$ cat src/design/csx_pkg.sv
// Constants and types for the control, shadow-set and exclusive-or executor.
// Operation
// - Control-write copies src_a into control_reg_n.
// - Control index field separate from src_a operand.
// - Control-write is primary 0x3a, extended 0x2e.
// - Previous-set write copies src_a into previous-set dest_c.
// - Previous-set write may write the zero_register.
// - Destination set comes from previous_set_field.
// - previous_set_field holds set active before exception.
// - Without shadow sets, previous-set write is illegal.
// - Previous-set write is primary 0x3a, extended 0x14.
// - Exclusive-or writes src_a xor src_b to dest_c.
// - Exclusive-or is primary 0x3a, extended 0x1e, never faults.
package csx_pkg;
    localparam int DATA_W = 32;
    localparam int REG_IDX_W = 5;
    localparam int OPX_W = 6;
    localparam int OP_W = 6;
    localparam int SRC_A_LSB = 27;
    localparam int SRC_B_LSB = 22;
    localparam int DEST_C_LSB = 17;
    localparam int OPX_LSB = 11;
    localparam int CTL_N_LSB = 6;
    localparam int OP_LSB = 0;
    localparam logic [OP_W-1:0] OP_RTYPE = 6'h3a;
    localparam logic [OPX_W-1:0] OPX_WR_CTL = 6'h2e;
    localparam logic [OPX_W-1:0] OPX_WR_PREV = 6'h14;
    localparam logic [OPX_W-1:0] OPX_XOR = 6'h1e;
    localparam logic [REG_IDX_W-1:0] CTL_STATUS_IDX = 5'h00;
    localparam int PREV_SET_LSB = 10;
    localparam int SET_W_MAX = 6;

    typedef enum logic [1:0] {
        OP_NONE,
        OP_WR_CTL,
        OP_WR_PREV,
        OP_XOR_RR
    } csx_op_t;
endpackage

$ cat src/design/csx_shadow_mem.sv
// Storage for the shadow register sets, with a registered read port.
`timescale 1ns/1ps
`default_nettype none
module csx_shadow_mem
    import csx_pkg::*;
#(
    parameter int SET_W = 2,
    parameter int WORDS = 128
) (
    input wire logic ref_clk_i,
    input wire logic wr_en_i,
    input wire logic [SET_W+REG_IDX_W-1:0] wr_addr_i,
    input wire logic [DATA_W-1:0] wr_data_i,
    input wire logic [SET_W+REG_IDX_W-1:0] rd_addr_i,
    output logic [DATA_W-1:0] rd_data_o
);
    // No reset on the array: software must clear each zero_register itself.
    logic [DATA_W-1:0] mem_reg [WORDS];

    always_ff @(posedge ref_clk_i) begin
        if (wr_en_i) begin
            mem_reg[wr_addr_i] <= wr_data_i;
        end
        rd_data_o <= mem_reg[rd_addr_i];
    end
endmodule // csx_shadow_mem
`default_nettype wire

$ cat src/design/csx_exec.sv
// Decoder and executor for control-write, previous-set write and exclusive-or.
`timescale 1ns/1ps
`default_nettype none
module csx_exec
    import csx_pkg::*;
#(
    parameter bit HAS_SHADOW = 1'b1,
    parameter int SET_W = 2
) (
    input wire logic ref_clk_i,
    input wire logic rst_i,
    input wire logic instr_valid_i,
    input wire logic [DATA_W-1:0] instr_i,
    input wire logic user_mode_i,
    input wire logic [DATA_W-1:0] src_a_data_i,
    input wire logic [DATA_W-1:0] src_b_data_i,
    input wire logic exc_switch_i,
    input wire logic [SET_W-1:0] exc_new_set_i,
    input wire logic [SET_W-1:0] shd_rd_set_i,
    input wire logic [REG_IDX_W-1:0] shd_rd_idx_i,
    output logic ctl_wr_o,
    output logic [REG_IDX_W-1:0] ctl_idx_o,
    output logic [DATA_W-1:0] ctl_data_o,
    output logic gpr_wr_o,
    output logic [REG_IDX_W-1:0] gpr_idx_o,
    output logic [DATA_W-1:0] gpr_data_o,
    output logic shd_wr_o,
    output logic exc_supv_o,
    output logic exc_illegal_o,
    output logic [SET_W-1:0] cur_set_o,
    output logic [SET_W-1:0] prev_set_o,
    output logic [DATA_W-1:0] shd_rd_data_o
);
    localparam int WORDS = (1 << SET_W) * (1 << REG_IDX_W);
    localparam int ADDR_W = SET_W + REG_IDX_W;

    // Field split of the R-type word.
    logic [REG_IDX_W-1:0] f_src_a;
    logic [REG_IDX_W-1:0] f_dest_c;
    logic [REG_IDX_W-1:0] f_ctl_n;
    logic [OPX_W-1:0] f_opx;
    logic [OP_W-1:0] f_op;
    csx_op_t op;

    assign f_src_a = instr_i[SRC_A_LSB +: REG_IDX_W];
    assign f_dest_c = instr_i[DEST_C_LSB +: REG_IDX_W];
    assign f_ctl_n = instr_i[CTL_N_LSB +: REG_IDX_W];
    assign f_opx = instr_i[OPX_LSB +: OPX_W];
    assign f_op = instr_i[OP_LSB +: OP_W];

    always_comb begin
        op = OP_NONE;
        if (instr_valid_i && f_op == OP_RTYPE) begin
            unique case (f_opx)
                OPX_WR_CTL: op = OP_WR_CTL;
                OPX_WR_PREV: op = OP_WR_PREV;
                OPX_XOR: op = OP_XOR_RR;
                default: op = OP_NONE;
            endcase
        end
    end

    // Result registers.
    logic ctl_wr_reg, ctl_wr_next;
    logic [REG_IDX_W-1:0] ctl_idx_reg, ctl_idx_next;
    logic [DATA_W-1:0] ctl_data_reg, ctl_data_next;
    logic gpr_wr_reg, gpr_wr_next;
    logic [REG_IDX_W-1:0] gpr_idx_reg, gpr_idx_next;
    logic [DATA_W-1:0] gpr_data_reg, gpr_data_next;
    logic shd_wr_reg, shd_wr_next;
    logic [ADDR_W-1:0] shd_addr_reg, shd_addr_next;
    logic [DATA_W-1:0] shd_data_reg, shd_data_next;
    logic exc_supv_reg, exc_supv_next;
    logic exc_illegal_reg, exc_illegal_next;
    logic [SET_W-1:0] cur_set_reg, cur_set_next;
    logic [SET_W-1:0] prev_set_reg, prev_set_next;
    logic status_wr;

    always_comb begin
        ctl_wr_next = 1'b0;
        ctl_idx_next = ctl_idx_reg;
        ctl_data_next = ctl_data_reg;
        gpr_wr_next = 1'b0;
        gpr_idx_next = gpr_idx_reg;
        gpr_data_next = gpr_data_reg;
        shd_wr_next = 1'b0;
        shd_addr_next = shd_addr_reg;
        shd_data_next = shd_data_reg;
        exc_supv_next = 1'b0;
        exc_illegal_next = 1'b0;
        unique case (op)
            OP_NONE: begin
            end
            OP_WR_CTL: begin
                if (user_mode_i) begin
                    exc_supv_next = 1'b1;
                end else begin
                    ctl_wr_next = 1'b1;
                    ctl_idx_next = f_ctl_n;
                    ctl_data_next = src_a_data_i;
                end
            end
            OP_WR_PREV: begin
                // Illegal outranks the privilege check when no shadow sets exist.
                if (!HAS_SHADOW) begin
                    exc_illegal_next = 1'b1;
                end else if (user_mode_i) begin
                    exc_supv_next = 1'b1;
                end else begin
                    // Index zero is written like any other, unlike the normal file.
                    shd_wr_next = 1'b1;
                    shd_addr_next = {prev_set_reg, f_dest_c};
                    shd_data_next = src_a_data_i;
                end
            end
            OP_XOR_RR: begin
                gpr_wr_next = 1'b1;
                gpr_idx_next = f_dest_c;
                gpr_data_next = src_a_data_i ^ src_b_data_i;
            end
        endcase
    end

    always_ff @(posedge ref_clk_i) begin
        if (rst_i) begin
            ctl_wr_reg <= 1'b0;
            ctl_idx_reg <= '0;
            ctl_data_reg <= '0;
            gpr_wr_reg <= 1'b0;
            gpr_idx_reg <= '0;
            gpr_data_reg <= '0;
            shd_wr_reg <= 1'b0;
            shd_addr_reg <= '0;
            shd_data_reg <= '0;
            exc_supv_reg <= 1'b0;
            exc_illegal_reg <= 1'b0;
        end else begin
            ctl_wr_reg <= ctl_wr_next;
            ctl_idx_reg <= ctl_idx_next;
            ctl_data_reg <= ctl_data_next;
            gpr_wr_reg <= gpr_wr_next;
            gpr_idx_reg <= gpr_idx_next;
            gpr_data_reg <= gpr_data_next;
            shd_wr_reg <= shd_wr_next;
            shd_addr_reg <= shd_addr_next;
            shd_data_reg <= shd_data_next;
            exc_supv_reg <= exc_supv_next;
            exc_illegal_reg <= exc_illegal_next;
        end
    end

    // Register-set tracking: current set and previous_set_field.
    assign status_wr = (op == OP_WR_CTL) && !user_mode_i && (f_ctl_n == CTL_STATUS_IDX);

    always_comb begin
        cur_set_next = cur_set_reg;
        prev_set_next = prev_set_reg;
        // An exception wins over a status write in the same cycle, since it
        // must record the set that was live when it struck.
        if (exc_switch_i) begin
            prev_set_next = cur_set_reg;
            cur_set_next = exc_new_set_i;
        end else if (status_wr) begin
            prev_set_next = src_a_data_i[PREV_SET_LSB +: SET_W];
        end
    end

    always_ff @(posedge ref_clk_i) begin
        if (rst_i) begin
            cur_set_reg <= '0;
            prev_set_reg <= '0;
        end else begin
            cur_set_reg <= cur_set_next;
            prev_set_reg <= prev_set_next;
        end
    end

    csx_shadow_mem #(
        .SET_W(SET_W),
        .WORDS(WORDS)
    ) u_shadow (
        .ref_clk_i(ref_clk_i),
        .wr_en_i(shd_wr_reg),
        .wr_addr_i(shd_addr_reg),
        .wr_data_i(shd_data_reg),
        .rd_addr_i({shd_rd_set_i, shd_rd_idx_i}),
        .rd_data_o(shd_rd_data_o)
    );

    assign ctl_wr_o = ctl_wr_reg;
    assign ctl_idx_o = ctl_idx_reg;
    assign ctl_data_o = ctl_data_reg;
    assign gpr_wr_o = gpr_wr_reg;
    assign gpr_idx_o = gpr_idx_reg;
    assign gpr_data_o = gpr_data_reg;
    assign shd_wr_o = shd_wr_reg;
    assign exc_supv_o = exc_supv_reg;
    assign exc_illegal_o = exc_illegal_reg;
    assign cur_set_o = cur_set_reg;
    assign prev_set_o = prev_set_reg;
endmodule // csx_exec
`default_nettype wire

$ cat config.mk
export PLATFORM = sky130hd
export DESIGN_NAME = csx_exec
export DESIGN_NICKNAME = d
export VERILOG_FILES = /design/src/design/csx_pkg.sv /design/src/design/csx_shadow_mem.sv /design/src/design/csx_exec.sv
export SDC_FILE = /design/constraint.sdc
export NUM_CORES = 2
export LEC_CHECK = 0
export BUFFER_PORTS_ARGS = -buffer_cell sky130_fd_sc_hd__buf_4
export CAP_MARGIN = 20
export CORE_AREA = 2 2 622 439
export DETAILED_ROUTE_END_ITERATION = 8
export DIE_AREA = 0 0 624 441
export PLACE_DENSITY = 0.78
export REMOVE_ABC_BUFFERS = 1
export SYNTH_ARGS = -nofsm -noshare
export SYNTH_HDL_FRONTEND = slang
export SYNTH_SLANG_ARGS = --single-unit
$ cat constraint.sdc
create_clock -name ref_clk_i -period 8.7 [get_ports ref_clk_i]
set_clock_uncertainty 0.05 [all_clocks]
set_input_delay 1.74 -clock ref_clk_i [delete_from_list [all_inputs] [get_ports ref_clk_i]]
set_output_delay 1.74 -clock ref_clk_i [all_outputs]
set_load 0.02 [all_outputs]
==> metrics.cfg <==
[outcome]
status=complete, no violations

[pwr]
finalPower_mw=40.0
p_int_mw=31.9
p_comb_share_pct=2.8
powerDensity_mw_per_mm2=222
pwr-share-clk_pct=42.1
seqPwrFrac_pct=55.1
p_leak_nw=49.3
ir_drop_uv=175
power.switching_mw=8.14
switching_share_pct=20.3

[die]
row_count=160
core_mm2=0.270
die_x_um=624
die_y_um=441
start_util_pct=59.6
die_area_mm2=0.275
ios=225

[clock_tree]
post_cts_buffers=0
cts_tree=done
worstSkewPairLatency_ns=0.93
cts_root_buf=clkbuf_16
clk_pin_slew_ns=0.06
cts_hold_buf=0
cts-htree-levels=5
cts_resized=0
cts_made_buffers=381
clockBufferDepth=4
cts_num_sinks=4249

[setup_path]
critPathLaunchType=input pin
arrival_ns=5.54
slowest_stage=buf_4
worstSetupEndpointType=flip-flop
critical_path.max_fanout=83
reg2reg_slack_ns=5.05
worstSetupPathType=input pin to flip-flop
cpMostUsedCell=mux4_2
cpPeakStageDelay_ns=0.88
cp.required_ns=9.43
crit_chain=buf_16 > buf_4 > mux4_2 > mux4_2 > mux4_2 > mux2_2

[route]
drt-wirelength-per-cell_um=40.7
via_per_inst=7.23
drtIter0Drc=14000
ant_nets=0
num_vias=78500
drt-total-wl_um=442000
dr.pass1.iters=6
drc=0

[timing]
tightestPinTransition_ns=1.16
finalMaxSlewViolations=0
hold_viol=0
slew_headroom_pct=23.0
tns_ns=0
rsz0062_at_grt=no
min_period_ns=4.81
setup_slack_ns=3.89
setup_violations=0
fin_crit_sh_pct=55.3
fmax_ghz=0.208

[placement]
dp_slack_ns=2.98
hpwlAfterDp_um=216000
gp_congestion=0.880
io_buffers=213

[yosys]
ys_ff_latch=4249
synthesis.area_mm2=0.161
yosys_warnings=0
avgSynthCellArea_um2=24.7
synth_ff_type=edfxtp_1
synthArstFlopShare_pct=0
synth_edf_count=4096
ys_types=31
synth_seq_area_share_pct=78.4
netlist_instances=6518
yosys.area.top_type_share_pct=76.5
netlist_top_cells_count=edfxtp_1, mux4_2, clkbuf_1
synth.largest_area_cell=edfxtp_1
yosys-top-cells-area=edfxtp_1, mux4_2, dfxtp_1, clkbuf_1, nand2_1
synthMostInstantiatedCell=edfxtp_1

[hold_path]
hold_path.class=flip-flop to flip-flop

[grt]
grt_pass1_wl_um=613000
grt_max_degree=138
grt_overflow_total=0
grt_pass1_vias=78900
grt_usage_pct=32.4
antenna_found_initial=45

[finish]
nets=7089
fillers=15200
multiInputGateArea_mm2=0.0342
area_growth_pct=12.4
largest_reg_flops=4096
drive_above_1_share_pct=34.3
regArea_mm2=0.126

[run]
maxCapViolCount=0

## worst paths after layout
| kind | from | endpoint | cells after the start |
|---|---|---|---|
| worst min-delay path | ctl_data_o[28] | ctl_data_o[28] | 2 |
| worst max register to register | shd_addr_reg[3] | u_shadow.mem_reg[12][6] | 4 |
| worst min register to register | ctl_data_o[28] | ctl_data_o[28] | 2 |
| worst max-delay path | shd_rd_idx_i[0] | u_shadow.rd_data_o[26] | 6 |
## stage by stage
stage	hold slack, ns	instances	instance area [um2]	utilization [%]
finish	0.407	10900	181000	67.0
global route	0.429	10900	181000	67.0
CTS	0.411	10800	181000	67.0
detailed placement	0.401	10200	168000	62.4
global placement	0.402	10200	168000	62.4
floorplan	0.452	6163	159000	-
## layout by cell type, fill, tap and decap left out, types with 2 or more instances in the layout
cell type	n
a21oi_1	76
clkbuf_1	97
mux2i_1	9
clkinvlp_4	14
nand2_2	3
buf_12	22
mux4_2	1344
nor2_1	47
nor2b_1	8
inv_1	2
clkinv_1	77
nor3_2	9
edfxtp_1	4096
nand4_1	4
mux2_2	34
xnor2_1	33
ha_1	2
inv_6	10
nor2_4	119
inv_4	3
bufinv_16	32
buf_8	3
nand2b_1	2
nand2_1	163
clkinv_4	8
buf_4	400
dfxtp_4	32
diode_2	9
clkinv_2	50
buf_16	4
clkbuf_16	395
dfxtp_1	121
nor2b_4	2
nand3_1	8
a211oi_1	32
nand3_2	4
nand2b_2	2
clkbuf_8	8
## worst max-delay path, delay by kind of cell
| family | cells | cell delay [ns] |
|---|---|---|
| buf+inv | 2 | 1.33 |
| mux | 4 | 2.19 |
## power groups by stage
stage | Clock (mW) | Sequential (mW) | Combinational, mW
after floorplan | 0 | 22.5 | 0.441
after global placement | 0 | 22.5 | 1.08
after detailed placement | 0 | 22.5 | 1.09
after CTS | 16.9 | 22.1 | 1.10
after global routing | 17.6 | 22.1 | 1.15
final | 16.9 | 22.1 | 1.11
## per-layer routing
metal / global-route usage [%] / wire (um) / vias up / share of wire [%]
li1: - / - / 29000 / -
met2: 49.3 / 206000 / 7032 / 47
met5: 0.225 / 265 / - / 0.060
met4: 11.5 / 17600 / 28 / 4.0
met3: 11.8 / 68400 / 944 / 15
met1: 43.9 / 150000 / 41500 / 34
## cell type report
type | count | area share [%]
Sequential cell | 4249 | 69.8
Clock buffer | 500 | 5.73
Timing Repair Buffer | 430 | 2.00
Tap cell | 3564 | 2.47
Multi-Input combinational cell | 1912 | 18.9
Clock inverter | 196 | 1.00
Antenna cell | 9 | 0.0125
Inverter | 2 | 0.00416
## kinds of logic after synthesis
group	Yosys count	synth area share [%]
DFF	4249	78.4
muxes	1387	19.1
and+or+nand+nor	378	0.946
buffers and inverters	357	0.898
AOI/OAI and AO/OA	109	0.390
xor gates and xnor gates	34	0.185
adders and majority gates	3	0.0234
other	1	0.00233
Note: power is estimated with default switching activity, not from simulation.
